### config.mk
export PLATFORM = sky130hd
export DESIGN_NAME = qdt_timer_control
export DESIGN_NICKNAME = d
export VERILOG_FILES = /design/src/rtl/qdt_timer_control.v
export VERILOG_INCLUDE_DIRS = /design/src /design/src/include
export SDC_FILE = /design/constraint.sdc
export NUM_CORES = 1
export LEC_CHECK = 0
export BUFFER_PORTS_ARGS = -buffer_cell sky130_fd_sc_hd__buf_2
export CAP_MARGIN = 5
export CORE_AREA = 2 2 108 137
export CTS_BUF_LIST = sky130_fd_sc_hd__clkbuf_16
export DETAILED_ROUTE_END_ITERATION = 16
export DIE_AREA = 0 0 110 139
export PLACE_DENSITY = 0.66
export SKIP_LAST_GASP = 1
export SLEW_MARGIN = 20
export SYNTH_ARGS = -nofsm -noshare
export SYNTH_HDL_FRONTEND = slang
export SYNTH_SLANG_ARGS = --single-unit
### constraint.sdc
create_clock -name clock -period 7.7 [get_ports clock]
set_clock_uncertainty 0.2 [all_clocks]
set_input_delay 0.77 -clock clock [delete_from_list [all_inputs] [get_ports clock]]
set_output_delay 0.77 -clock clock [all_outputs]
set_load 0.05 [all_outputs]
### src/include/qdt_defs.vh
// Register offsets, field positions, reset values and codes for the decoder timer control block
`ifndef QDT_DEFS_VH
`define QDT_DEFS_VH
`define QDT_OFF_CTRL 12'h000
`define QDT_OFF_POS 12'h004
`define QDT_OFF_TMR 12'h008
`define QDT_OFF_STAT 12'h00c
`define QDT_OFF_MASK 12'h010
`define QDT_BIT_DIR_SRC 0
`define QDT_BIT_TCLK_SRC 1
`define QDT_BIT_IDX_RST 2
`define QDT_PS_LO 3
`define QDT_PS_HI 4
`define QDT_BIT_GATE 5
`define QDT_MODE_LO 8
`define QDT_MODE_HI 10
`define QDT_BIT_DIR 11
`define QDT_CTRL_RESET 16'h0000
`define QDT_CTRL_WMASK 16'h0f3f
`define QDT_MODE_TIMER 3'h1
`define QDT_MODE_X2_IDX 3'h4
`define QDT_MODE_X4_IDX 3'h6
`define QDT_PS_DIV1 8'h00
`define QDT_PS_DIV8 8'h07
`define QDT_PS_DIV64 8'h3f
`define QDT_PS_DIV256 8'hff
`define QDT_EV_INDEX 0
`define QDT_EV_COUNT_ERROR_FLAG 1
`define QDT_EV_TMRWRAP 2
`define QDT_EV_W 3
`endif

### src/rtl/qdt_timer_control.v
// Quadrature decoder timer, prescaler, index reset and direction control with APB registers
`timescale 1ns/1ns
`default_nettype none
`include "qdt_defs.vh"
module qdt_timer_control #(
  // Width of the position counter and of the timer
  parameter CNT_W = 16
) (
  // Clock and synchronous active-low reset
  input wire clock,
  input wire nrst,
  // APB slave port
  input wire psel,
  input wire penable,
  input wire pwrite,
  input wire [11:0] paddr,
  input wire [31:0] pwdata,
  input wire [3:0] pstrb,
  output reg [31:0] prdata,
  output reg pready,
  output reg pslverr,
  // Encoder phases, index pulse and timer gate, all asynchronous
  input wire phase_a_pin,
  input wire phase_b_pin,
  input wire index_pin,
  input wire gate_pin,
  // Level interrupt and current counting direction
  output reg irq,
  output reg count_direction_out
);
  // Structure: the four pins are filtered first; phase A, phase B and index are then turned into single-cycle
  // edge strobes. The strobes feed the quadrature decoder, the position counter
  // and the timer. Software sees one control word, the two counters, a sticky
  // status word and its mask, the first three as 16-bit registers and the last two as 3-bit ones, all in the low half of the bus.
  // Every counting decision is taken from filtered levels only, so a glitch
  // shorter than one clock period on a pin never reaches the counters.
  //
  // Register map, byte addresses:
  //   0x000 control word
  //   0x004 position counter
  //   0x008 timer
  //   0x00c status, write one to clear
  //   0x010 interrupt mask, same layout as status
  // Status bits: 0 index edge in a quadrature mode, 1 count error in an index
  // mode, 2 timer wrap while counting up
  //
  // Pin synchronisers, three stages each
  reg [2:0] a_sync_q;
  reg [2:0] b_sync_q;
  reg [2:0] i_sync_q;
  reg [2:0] g_sync_q;

  // Stage one may go metastable; only stage two reads it
  // Filtered pin levels, changed once stages two and three agree
  reg a_lvl_q;
  reg b_lvl_q;
  reg i_lvl_q;
  reg g_lvl_q;

  // Control register and counters
  // The control word keeps its read-only bits at zero through the write mask
  reg [15:0] position_decoder_control_q;
  reg [CNT_W-1:0] position_counter_q;
  reg [CNT_W-1:0] timer_q;
  reg [7:0] pre_q;
  reg [`QDT_EV_W-1:0] stat_q;
  reg [`QDT_EV_W-1:0] mask_q;

  // Decoded fields
  // Each field is a plain slice of the control word, no extra state
  wire [2:0] decoder_mode_field = position_decoder_control_q[`QDT_MODE_HI:`QDT_MODE_LO];
  wire gated_accum_enable = position_decoder_control_q[`QDT_BIT_GATE];
  wire [1:0] timer_prescale_select = position_decoder_control_q[`QDT_PS_HI:`QDT_PS_LO];
  wire index_reset_enable = position_decoder_control_q[`QDT_BIT_IDX_RST];
  wire timer_clock_source = position_decoder_control_q[`QDT_BIT_TCLK_SRC];
  wire direction_source_select = position_decoder_control_q[`QDT_BIT_DIR_SRC];
  wire count_direction_bit = position_decoder_control_q[`QDT_BIT_DIR];
  // Index-capable modes 100 and 110; the index reset enable and the count
  // error flag mean nothing in any other mode
  wire idx_mode = (decoder_mode_field == `QDT_MODE_X2_IDX) || (decoder_mode_field == `QDT_MODE_X4_IDX);
  // Quadrature modes are 1xx; timer mode is 001
  // Mode 000 and the remaining codes leave both counters still
  wire quad_mode = decoder_mode_field[2];
  wire tmr_mode = (decoder_mode_field == `QDT_MODE_TIMER);

  // Prescale terminal count for a code
  // The prescaler counts from zero up to this value, so a terminal count of
  // N-1 gives a divide by N; code 00 gives a tick on every source event
  function [7:0] qdt_ps_max;
    input [1:0] code;
    begin
      case (code)
        2'h3: qdt_ps_max = `QDT_PS_DIV256;
        2'h2: qdt_ps_max = `QDT_PS_DIV64;
        2'h1: qdt_ps_max = `QDT_PS_DIV8;
        default: qdt_ps_max = `QDT_PS_DIV1;
      endcase
    end
  endfunction

  // Synchronise and filter pins
  // A pin change reaches the filtered level four clock edges later: three to
  // shift through the stages and one more for the agreement test. Pins must
  // therefore stay at a level for at least two cycles to be seen.
  always @(posedge clock) begin
    if (!nrst) begin
      a_sync_q <= 3'h0;
      b_sync_q <= 3'h0;
      i_sync_q <= 3'h0;
      g_sync_q <= 3'h0;
      a_lvl_q <= 1'b0;
      b_lvl_q <= 1'b0;
      i_lvl_q <= 1'b0;
      g_lvl_q <= 1'b0;
    end else begin
      // Shift each pin into its three-stage chain
      a_sync_q <= {a_sync_q[1:0], phase_a_pin};
      b_sync_q <= {b_sync_q[1:0], phase_b_pin};
      i_sync_q <= {i_sync_q[1:0], index_pin};
      g_sync_q <= {g_sync_q[1:0], gate_pin};
      // Take a new level only once stages two and three agree
      if (a_sync_q[1] == a_sync_q[2]) begin
        a_lvl_q <= a_sync_q[2];
      end
      if (b_sync_q[1] == b_sync_q[2]) begin
        b_lvl_q <= b_sync_q[2];
      end
      if (i_sync_q[1] == i_sync_q[2]) begin
        i_lvl_q <= i_sync_q[2];
      end
      if (g_sync_q[1] == g_sync_q[2]) begin
        g_lvl_q <= g_sync_q[2];
      end
    end
  end

  // Previous filtered levels for edge detection
  // These reset to zero, the idle level of every pin, so no false edge is
  // seen right after reset while the filters fill
  reg a_prev_q;
  reg b_prev_q;
  reg i_prev_q;
  always @(posedge clock) begin
    if (!nrst) begin
      a_prev_q <= 1'b0;
      b_prev_q <= 1'b0;
      i_prev_q <= 1'b0;
    end else begin
      a_prev_q <= a_lvl_q;
      b_prev_q <= b_lvl_q;
      i_prev_q <= i_lvl_q;
    end
  end
  // Single-cycle strobes from the filtered levels
  wire a_rise = a_lvl_q & ~a_prev_q;
  wire a_chg = a_lvl_q ^ a_prev_q;
  wire b_chg = b_lvl_q ^ b_prev_q;
  wire i_rise = i_lvl_q & ~i_prev_q;

  // Quadrature step and decoded direction (x4 counts both phases, x2 only A)
  // Forward motion has phase A leading phase B. After a change of phase A the
  // phases differ when moving forward; after a change of phase B they agree.
  // The decoded direction is only meaningful in a cycle with a step.
  wire quad_step = quad_mode & (a_chg | (decoder_mode_field[1] & b_chg));
  wire quad_up = a_chg ? (a_lvl_q ^ b_lvl_q) : ~(a_lvl_q ^ b_lvl_q);
  // Illegal transition: both phases changed in one cycle
  // An illegal step never moves the position counter
  wire quad_err = quad_mode & a_chg & b_chg;

  // Direction selection
  // In quadrature modes the direction source bit is a don't-care; between steps
  // the last decoded direction, kept in the direction bit, stands
  reg dir_up;
  always @* begin
    if (quad_mode) begin
      // Decoded direction on a step, otherwise the stored one
      dir_up = quad_step ? quad_up : count_direction_bit;
    end else if (direction_source_select) begin
      dir_up = b_lvl_q;
    end else begin
      dir_up = count_direction_bit;
    end
  end

  // Timer tick source and prescale
  // A source event is either every clock or one filtered rising edge of phase A.
  // Gating and the prescaler both act on source events, so with the gate low
  // the prescaler holds its phase and the timer keeps its count.
  wire src_tick = timer_clock_source ? a_rise : 1'b1;
  wire [7:0] ps_max = tmr_mode ? qdt_ps_max(timer_prescale_select) : `QDT_PS_DIV1;
  wire gate_ok = ~gated_accum_enable | g_lvl_q;
  wire pre_tick = src_tick & gate_ok & (pre_q >= ps_max);
  wire tmr_run = tmr_mode & src_tick & gate_ok;
  wire tmr_wrap = pre_tick & tmr_run & dir_up & (timer_q == {CNT_W{1'b1}});

  // APB decode
  // A transfer is taken in the first access cycle only; the registered ready
  // keeps the second access cycle from being taken again. Addresses are full
  // byte addresses, so an unaligned or unmapped address hits nothing.
  wire acc = psel & penable & ~pready;
  wire wr_en = acc & pwrite;
  wire hit_ctrl = (paddr == `QDT_OFF_CTRL);
  wire hit_pos = (paddr == `QDT_OFF_POS);
  wire hit_tmr = (paddr == `QDT_OFF_TMR);
  wire hit_stat = (paddr == `QDT_OFF_STAT);
  wire hit_mask = (paddr == `QDT_OFF_MASK);
  wire hit_any = hit_ctrl | hit_pos | hit_tmr | hit_stat | hit_mask;
  // Byte lanes zero and one carry the 16-bit registers
  wire [15:0] wlane = {pstrb[1] ? pwdata[15:8] : 8'h00, pstrb[0] ? pwdata[7:0] : 8'h00};
  wire [15:0] wsel = {{8{pstrb[1]}}, {8{pstrb[0]}}};

  // Control register: software write first, then the decoded direction
  // In quadrature modes each step stores the decoded direction in the direction
  // bit, so software can read which way the encoder last moved
  always @(posedge clock) begin
    if (!nrst) begin
      position_decoder_control_q <= `QDT_CTRL_RESET;
    end else if (wr_en && hit_ctrl) begin
      position_decoder_control_q <= (position_decoder_control_q & ~(wsel & `QDT_CTRL_WMASK))
                                    | (wlane & wsel & `QDT_CTRL_WMASK);
    end else if (quad_mode && quad_step) begin
      // Quadrature modes report the decoded direction in the direction bit of the control word
      position_decoder_control_q[`QDT_BIT_DIR] <= quad_up;
    end
  end

  // Position counter: index reset, quadrature count, software write
  // Priority is software write, then index reset, then counting; an index
  // edge that lands on a counting step therefore leaves the counter at zero
  always @(posedge clock) begin
    if (!nrst) begin
      position_counter_q <= {CNT_W{1'b0}};
    end else if (wr_en && hit_pos) begin
      position_counter_q <= wlane[CNT_W-1:0];
    end else if (idx_mode && index_reset_enable && i_rise) begin
      position_counter_q <= {CNT_W{1'b0}};
    end else if (quad_step && !quad_err) begin
      // One count per legal step, in the selected direction
      position_counter_q <= dir_up ? position_counter_q + 1'b1 : position_counter_q - 1'b1;
    end
  end

  // Prescaler and timer
  // The prescaler only advances on source events that pass the gate, and
  // restarts from zero on the tick it gives; a software write to the timer
  // does not touch the prescaler phase
  always @(posedge clock) begin
    if (!nrst) begin
      pre_q <= 8'h00;
      timer_q <= {CNT_W{1'b0}};
    end else begin
      // Prescaler phase
      if (tmr_run) begin
        pre_q <= pre_tick ? 8'h00 : pre_q + 8'h01;
      end
      // Software write wins over a count
      if (wr_en && hit_tmr) begin
        timer_q <= wlane[CNT_W-1:0];
      end else if (tmr_run && pre_tick) begin
        // Holds while gate is low, since tmr_run drops
        timer_q <= dir_up ? timer_q + 1'b1 : timer_q - 1'b1;
      end
    end
  end

  // Events: index, count error (only in index modes), timer wrap
  // Each event is a single-cycle strobe; the wrap event is the up count out
  // of the all-ones value
  wire [`QDT_EV_W-1:0] ev;
  assign ev[`QDT_EV_INDEX] = quad_mode & i_rise;
  assign ev[`QDT_EV_COUNT_ERROR_FLAG] = idx_mode & quad_err;
  assign ev[`QDT_EV_TMRWRAP] = tmr_wrap;

  // Sticky status, write one to clear; a new event wins over the clear
  // Giving the event priority means software never loses an event that lands
  // in the same cycle as its clear. Only byte lane zero holds status bits.
  always @(posedge clock) begin
    if (!nrst) begin
      stat_q <= {`QDT_EV_W{1'b0}};
      mask_q <= {`QDT_EV_W{1'b0}};
    end else begin
      // Clear the written ones, then merge this cycle's events
      if (wr_en && hit_stat && pstrb[0]) begin
        stat_q <= (stat_q & ~pwdata[`QDT_EV_W-1:0]) | ev;
      end else begin
        stat_q <= stat_q | ev;
      end
      // Mask takes the low status bits as written
      if (wr_en && hit_mask && pstrb[0]) begin
        mask_q <= pwdata[`QDT_EV_W-1:0];
      end
    end
  end

  // Read mux
  // Unmapped addresses read as zero; upper bus bits are always zero
  reg [31:0] rd_d;
  always @* begin
    rd_d = 32'h00000000;
    if (hit_ctrl) begin
      rd_d[15:0] = position_decoder_control_q;
    end else if (hit_pos) begin
      rd_d[CNT_W-1:0] = position_counter_q;
    end else if (hit_tmr) begin
      rd_d[CNT_W-1:0] = timer_q;
    end else if (hit_stat) begin
      rd_d[`QDT_EV_W-1:0] = stat_q;
    end else if (hit_mask) begin
      rd_d[`QDT_EV_W-1:0] = mask_q;
    end
  end

  // APB answer one cycle into the access phase, registered outputs
  // Every output comes straight from a flip-flop, so the interrupt and the
  // direction output lag their sources by one cycle. Read data is captured
  // when the transfer is taken and holds until the next read.
  always @(posedge clock) begin
    if (!nrst) begin
      pready <= 1'b0;
      pslverr <= 1'b0;
      prdata <= 32'h00000000;
      irq <= 1'b0;
      count_direction_out <= 1'b0;
    end else begin
      // Ready and error pulse for one cycle after a taken transfer
      pready <= acc;
      pslverr <= acc & ~hit_any;
      if (acc && !pwrite) begin
        prdata <= rd_d;
      end
      irq <= |(stat_q & mask_q);
      count_direction_out <= dir_up;
    end
  end
endmodule
`default_nettype wire
==> metrics.txt, run 1 <==
arrival time at the worst endpoint 3.91 ns; crit end category flip-flop; most instantiated cells after synthesis dfxtp_1, nand2_1, nor2_1, a21oi_1; Starting DRT DRC Count 476; drt pass-1 iters 7; Warnings, synthesis 0; Avg Vias per Cell 5.81; Post-synth EDFFs 0; hold_ws 0.235 ns; CTS H-tree depth 3; fillers 1,453; die area 15,300 µm²; sequential power share 0.478; Seq/Total Area, Yosys 0.345; Area contributors post-synth dfxtp_1, nand2_1, a21oi_1; Post-synth ARST share 0; Tot GR Track Use 0.207; most frequent cell after synthesis dfxtp_1; CTS Buffer Depth 2; CTS tree done; Final min period 3.87 ns; CP max stage cell or4_1; DP Cell Count 894; RSZ-0062 raised after global routing no; Antenna Violating Nets Remaining 0; Yosys reg bits 95; fin cells 910; Register Area 1900 µm²; top cell type by total area after synthesis dfxtp_1; setup violators final 0; Leakage Power 0.00251 µW; CTS root buffer clkbuf_16; Combinational Power Share 0.065; first-pass GRT wire length 25,000 µm; synthesized area 5510 µm²; fraction of layout cells with a size suffix above 1 0.122; status finished clean; Core Box Area 14,000 µm²; measured slew at the worst slew-check pin 1.03 ns; Sw Ratio 0.258; n_diodes 0; Final #Nets 796; CTS sink cnt 95; Slew headroom 0.310; Hold-fix buffers, CTS 0; CP required 7.74 ns; drt total wl 15,600 µm; Hold Path Class flip-flop to flip-flop; critical path type flip-flop to flip-flop; number of cell rows 49; Pwr Density 170 nW/µm²; # resized after CTS 0; fin crit share 0.503; drt drc 0; Die W 110 µm; Max Clk Rate 258 MHz; post-synth top area share 0.345; WL/cell 17.1 µm; prevailing post-synth register cell dfxtp_1; CP max FO 30; syn_area_per_cell 7.81 µm²; Worst-path clk slew 0.07 ns; # Post-CTS Setup Buffers 0; Area growth, synth to finish 10.6%; post-synth cell types 63; Max-Cap Viols 0; multi-input gate area in the final layout 3280 µm²; part of the power in the clock network 0.457; setup TNS 0 ns; initial core utilization 0.392; Final Total Pwr 1040 µW; dpl hpwl 11,100 µm; VDD IR max 0.000124 V; clk_lat worst skew 0.35 ns; CP cell instances ha_1, o21ai_0, o211a_1, buf_4, xnor2_1, ha_1, or3_1, nand2_1, mux2i_2, or4_1, a21oi_2, xnor2_1, o21ai_1; fin. max-slew vios 0; Net Sw Power 268 µW; Util after Layout 0.434; global route overflow 0; CP max stage delay 0.50 ns; routability cong. 0.990; largest net degree at the start of global routing 52; internal power 769 µW; final count of hold timing violations 0; initial antenna violation count 0; startpoint types flip-flop; Die Height 139 µm; vias in the first global route 4,834; Num CTS Buffers 9; via count 5,285; # port buffers 58; synthesized instance count 705; I/O Pins 93
-- critical path: cells and delay by family, from the launching register on --
family	cells	cell delay [ns]
and+or+nand+nor	3	0.97
AOI/OAI and AO/OA	4	0.77
adders and majority gates	2	0.65
DFF	1	0.49
buffers and inverters	1	0.32
xor gates and xnor gates	2	0.25
muxes	1	0.09
-- cell usage in the layout (no fill, tap or decap), types with 19 or more instances in the layout --
master and n:
xnor2_1 19, nand3_1 36, and2_1 23, nand2_1 81, o21ai_0 37, a21oi_1 50
nor2_1 59, buf_2 58, mux2i_1 22, dfxtp_1 95
-- metrics by stage --
stage / instance area, µm² / setup WS [ns]
floorplan: 5560 / 4.15
detailed placement: 5780 / 3.72
CTS: 6090 / 3.84
global route: 6090 / 3.57
finish: 6090 / 3.83
global placement: 5780 / 3.74
-- power by group through the flow --
stage | clock, µW | sequential, µW | combinational, µW
2_1_floorplan | 0 | 511 | 45.9
3_3_place_gp | 0 | 507 | 66.6
3_5_place_dp | 0 | 508 | 66.9
4_1_cts | 482 | 496 | 67.1
5_1_grt | 499 | 496 | 72.1
6_report | 474 | 496 | 66.9
-- metal layers --
layer | wire length (µm) | track usage
met5 | 0 | 0
met4 | 603 | 0.0926
met3 | 989 | 0.0343
met2 | 7420 | 0.342
met1 | 6560 | 0.261
-- layout make-up --
cell class | count | area share
Clock buffer | 9 | 0.0370
Clock inverter | 7 | 0.0144
Multi-Input combinational cell | 546 | 0.539
Inverter | 12 | 0.00740
Sequential cell | 95 | 0.312
Tap cell | 178 | 0.0366
Timing Repair Buffer | 63 | 0.0538
-- final timing paths --
check | startpoint | endpoint | slack, ns | cells past startpoint
max | a_lvl_q | timer_q[14] | 3.83 | 13
min | i_sync_q[0] | i_sync_q[1] | 0.23 | 1
max reg2reg | a_lvl_q | timer_q[14] | 3.83 | 13
min reg2reg | i_sync_q[0] | i_sync_q[1] | 0.23 | 1
-- cell families after synthesis --
kind of cell	synth area share
and+or+nand+nor	0.276
AOI/OAI and AO/OA	0.180
DFF	0.345
buffers and inverters	0.0691
xor gates and xnor gates	0.0445
muxes	0.0568
adders and majority gates	0.0273
other	0.000681
No activity file was read; power rests on OpenSTA's default activity.
==> inputs of run 2 (changes only) <==
- ABC_AREA: unset -> 1
- CORE_AREA: 2 2 108 137 -> 2 2 117 148
- DIE_AREA: 0 0 110 139 -> 0 0 119 150
- PLACE_DENSITY: 0.66 -> 0.68
- clock period: 7.7 -> 3.1 ns (I/O delays scaled with it)
==> run 2 against run 1 <==
- first-iteration DRC count up 10%
- routed wire length rose by 27%
- count of clock-buffer cells in the layout did not move
- core utilization increased by 1.1 points
- global-route usage rose by 1.8 points
- sequential cell count unchanged
- largest power group unchanged
- register-to-register slack got worse by 3.6 ns
==> metrics.txt, run 2 <==
Starting DRT DRC Count 525 (+10%); fraction of layout cells with a size suffix above 1 0.121 (-0.000261); drt drc 0 (unchanged); Warnings, synthesis 0 (unchanged); initial core utilization 0.391 (-0.00106); Post-synth EDFFs 0 (unchanged); Area growth, synth to finish 13.7%; CP max FO 5 (-83%); Final #Nets 1,152 (+45%); Slew headroom 0.549 (+0.239); top cell type by total area after synthesis dfxtp_1; I/O Pins 93 (unchanged); number of cell rows 53 (+8.2%); commonest non-fill, non-tap cell in the layout nand2_1; critical path type flip-flop to flip-flop; post-synth top area share 0.294 (-0.0509); post-synth cell types 43 (-32%); cell area after layout 7340 µm² (+21%); Pwr Density 348 nW/µm² (+100%); synthesized area 6460 µm² (+17%); Post-synth ARST share 0 (unchanged); fin cells 1,308 (+44%); Antenna Violating Nets Remaining 0 (unchanged); WHS Endpoint mask_q[1]; most frequent cell after synthesis nand2_1; Yosys reg bits 95 (unchanged); CTS H-tree depth 3 (unchanged); largest net degree at the start of global routing 49 (-5.8%); # port buffers 58 (unchanged); Critical Path Source a_lvl_q; CTS root buffer clkbuf_16; startpoint types flip-flop; fin crit share 0.926 (+0.423); hold path depth 3 (+2); Hold Path Class input pin to flip-flop; r2r setup slk 0.23 ns (-3.60 ns); RSZ-0062 raised after global routing yes; Reg2Reg Launch Point a_lvl_q; final count of hold timing violations 0 (unchanged); clk_lat worst skew 0.37 ns (+0.02 ns); CTS sink cnt 95 (unchanged); drt total wl 19,900 µm (+27%); global route overflow 0 (unchanged); crit end category flip-flop; Leakage Power 0.00368 µW (+47%); Tot GR Track Use 0.226 (+0.0181); WL/cell 15.2 µm (-11%); Core Box Area 16,500 µm² (+18%); Die Height 150 µm (+7.9%); dpl hpwl 14,900 µm (+34%); via count 6,907 (+31%); prevailing post-synth register cell dfxtp_1; n_diodes 0 (unchanged); status finished clean; CP required 3.17 ns (-4.57 ns); hold wc startpoint pwdata[1]; most instantiated cells after synthesis nand2_1, inv_1, dfxtp_1, nand3_1, nor2_1; Final min period 2.87 ns (-1.00 ns); setup TNS 0 ns (unchanged); placed cell areas 6920 µm² (+20%); depth of the worst register-to-register path 24 (+11); drt pass-1 iters 6 (-1); Avg Vias per Cell 5.28 (-9.1%); commonest cells after routing, fill and taps aside nand2_1, inv_1, dfxtp_1; CTS tree done; Num CTS Buffers 9 (unchanged); Max Clk Rate 349 MHz (+35%); Seq/Total Area, Yosys 0.294 (-0.0509); die area 17,900 µm² (+17%); fin worst setup slack 0.231 ns (-3.60 ns); setup violators final 0 (unchanged); routability cong. 0.946 (-4.4%); vias in the first global route 6,424 (+33%); arrival time at the worst endpoint 2.94 ns (-0.97 ns); DP Cell Count 1,287 (+44%); pre-CTS WS 0.127 ns (-3.59 ns); Area contributors post-synth dfxtp_1, nand2_1, inv_1; CTS Buffer Depth 2 (unchanged); Util after Layout 0.445 (+0.0108); first-pass GRT wire length 31,800 µm (+27%); initial antenna violation count 0 (unchanged); Worst R2R End timer_q[10]; measured slew at the worst slew-check pin 0.675 ns (-0.357 ns); VDD IR max 0.000392 V (+220%); Worst-path clk slew 0.07 ns (about the same); synthesized instance count 1,037 (+47%); syn_area_per_cell 6.23 µm² (-20%); Die W 119 µm (+8.2%); fin. max-slew vios 0 (unchanged); Max-Cap Viols 0 (unchanged)
==> run 2: cell types whose count changed in the layout (fill, tap and decap cells not counted), moves of 23 or more <==
cell	before	now
inv_1	11	150
nand2_1	81	275
o21ai_0	37	68
and2_1	23	0
nand3_1	36	85
==> run 2: routing by layer <==
layer,wire [µm],GRT usage,share of wire,vias to the layer above
li1,-,-,-,3449
met1,8260,0.276,0.42,3137
met2,9370,0.376,0.47,267
met3,1320,0.0335,0.066,54
met4,913,0.130,0.046,0
met5,0,0,0,-
==> run 2: power by group <==
group	switching, µW	internal, µW
Combinational	131	38.7
Sequential	3.63	1230
Clock	582	573
==> run 2: how the worst max path moves through the flow <==
| stage | to | slack (ns) | cells after the start |
|---|---|---|---|
| floorplan | timer_q[10] | 0.33 | 17 |
| global placement | position_counter_q[8] | 0.18 | 22 |
| detailed placement | position_counter_q[8] | 0.13 | 22 |
| CTS | position_counter_q[8] | 0.11 | 22 |
| global route | timer_q[7] | -0.02 | 20 |
| finish | timer_q[10] | 0.23 | 24 |
==> run 2: layout make-up <==
type	count	area, µm²
inverters	154	578
repair buffers	85	552
fillers	1778	9170
clock inverters	7	77.6
multi-input cells	738	3730
clock buffers	9	225
flip-flops and latches	95	1900
well taps	220	275
==> run 2: metrics by stage <==
step | hold WS [ns] | total power (µW)
2_1_floorplan | 0.190 | 1380
3_3_place_gp | 0.196 | 1420
3_5_place_dp | 0.202 | 1420
4_1_cts | 0.0445 | 2570
5_1_grt | 0.0595 | 2630
6_report | 0.0523 | 2560
==> run 2: cells by family (layout without fill, tap and decap cells) <==
family / after synthesis / after routing / synth area share
flip-flops: 95 / 95 / 0.294
AND/OR/NAND/NOR: 480 / 480 / 0.314
other: 1 / 16 / 0.000581
buffers and inverters: 219 / 255 / 0.144
AO/OA/AOI/OAI: 211 / 211 / 0.194
XOR/XNOR: 19 / 19 / 0.0293
adder cells (fa/ha/maj): 12 / 12 / 0.0232
==> run 2: worst max-delay path, cell delays in order (launching register included) <==
cell and delay, ns:
dfxtp_2 0.35, ha_1 0.31, inv_1 0.09, nand2_1 0.07, nand2_1 0.07, nand2_1 0.05, nand2_1 0.10, nand2_2 0.08
nand3_4 0.09, nand3_1 0.12, nand2_1 0.12, inv_1 0.05, ha_1 0.16, inv_1 0.05, nand2_1 0.09, nand2_2 0.11
nor2_2 0.04, nand2_1 0.09, nand2_2 0.08, nand2_1 0.10, nand3_1 0.07, nand3_1 0.10, nand3_1 0.08, nand2_1 0.07
inv_1 0.03
==> run 2: what timing repair did <==
action | in CTS | in global routing
setup buffers | 0 | 1
resized for setup | 0 | 19
endpoints found under the setup margin | 0 | 24
hold buffers | 4 | 0
endpoints found under the hold margin | 4 | 0
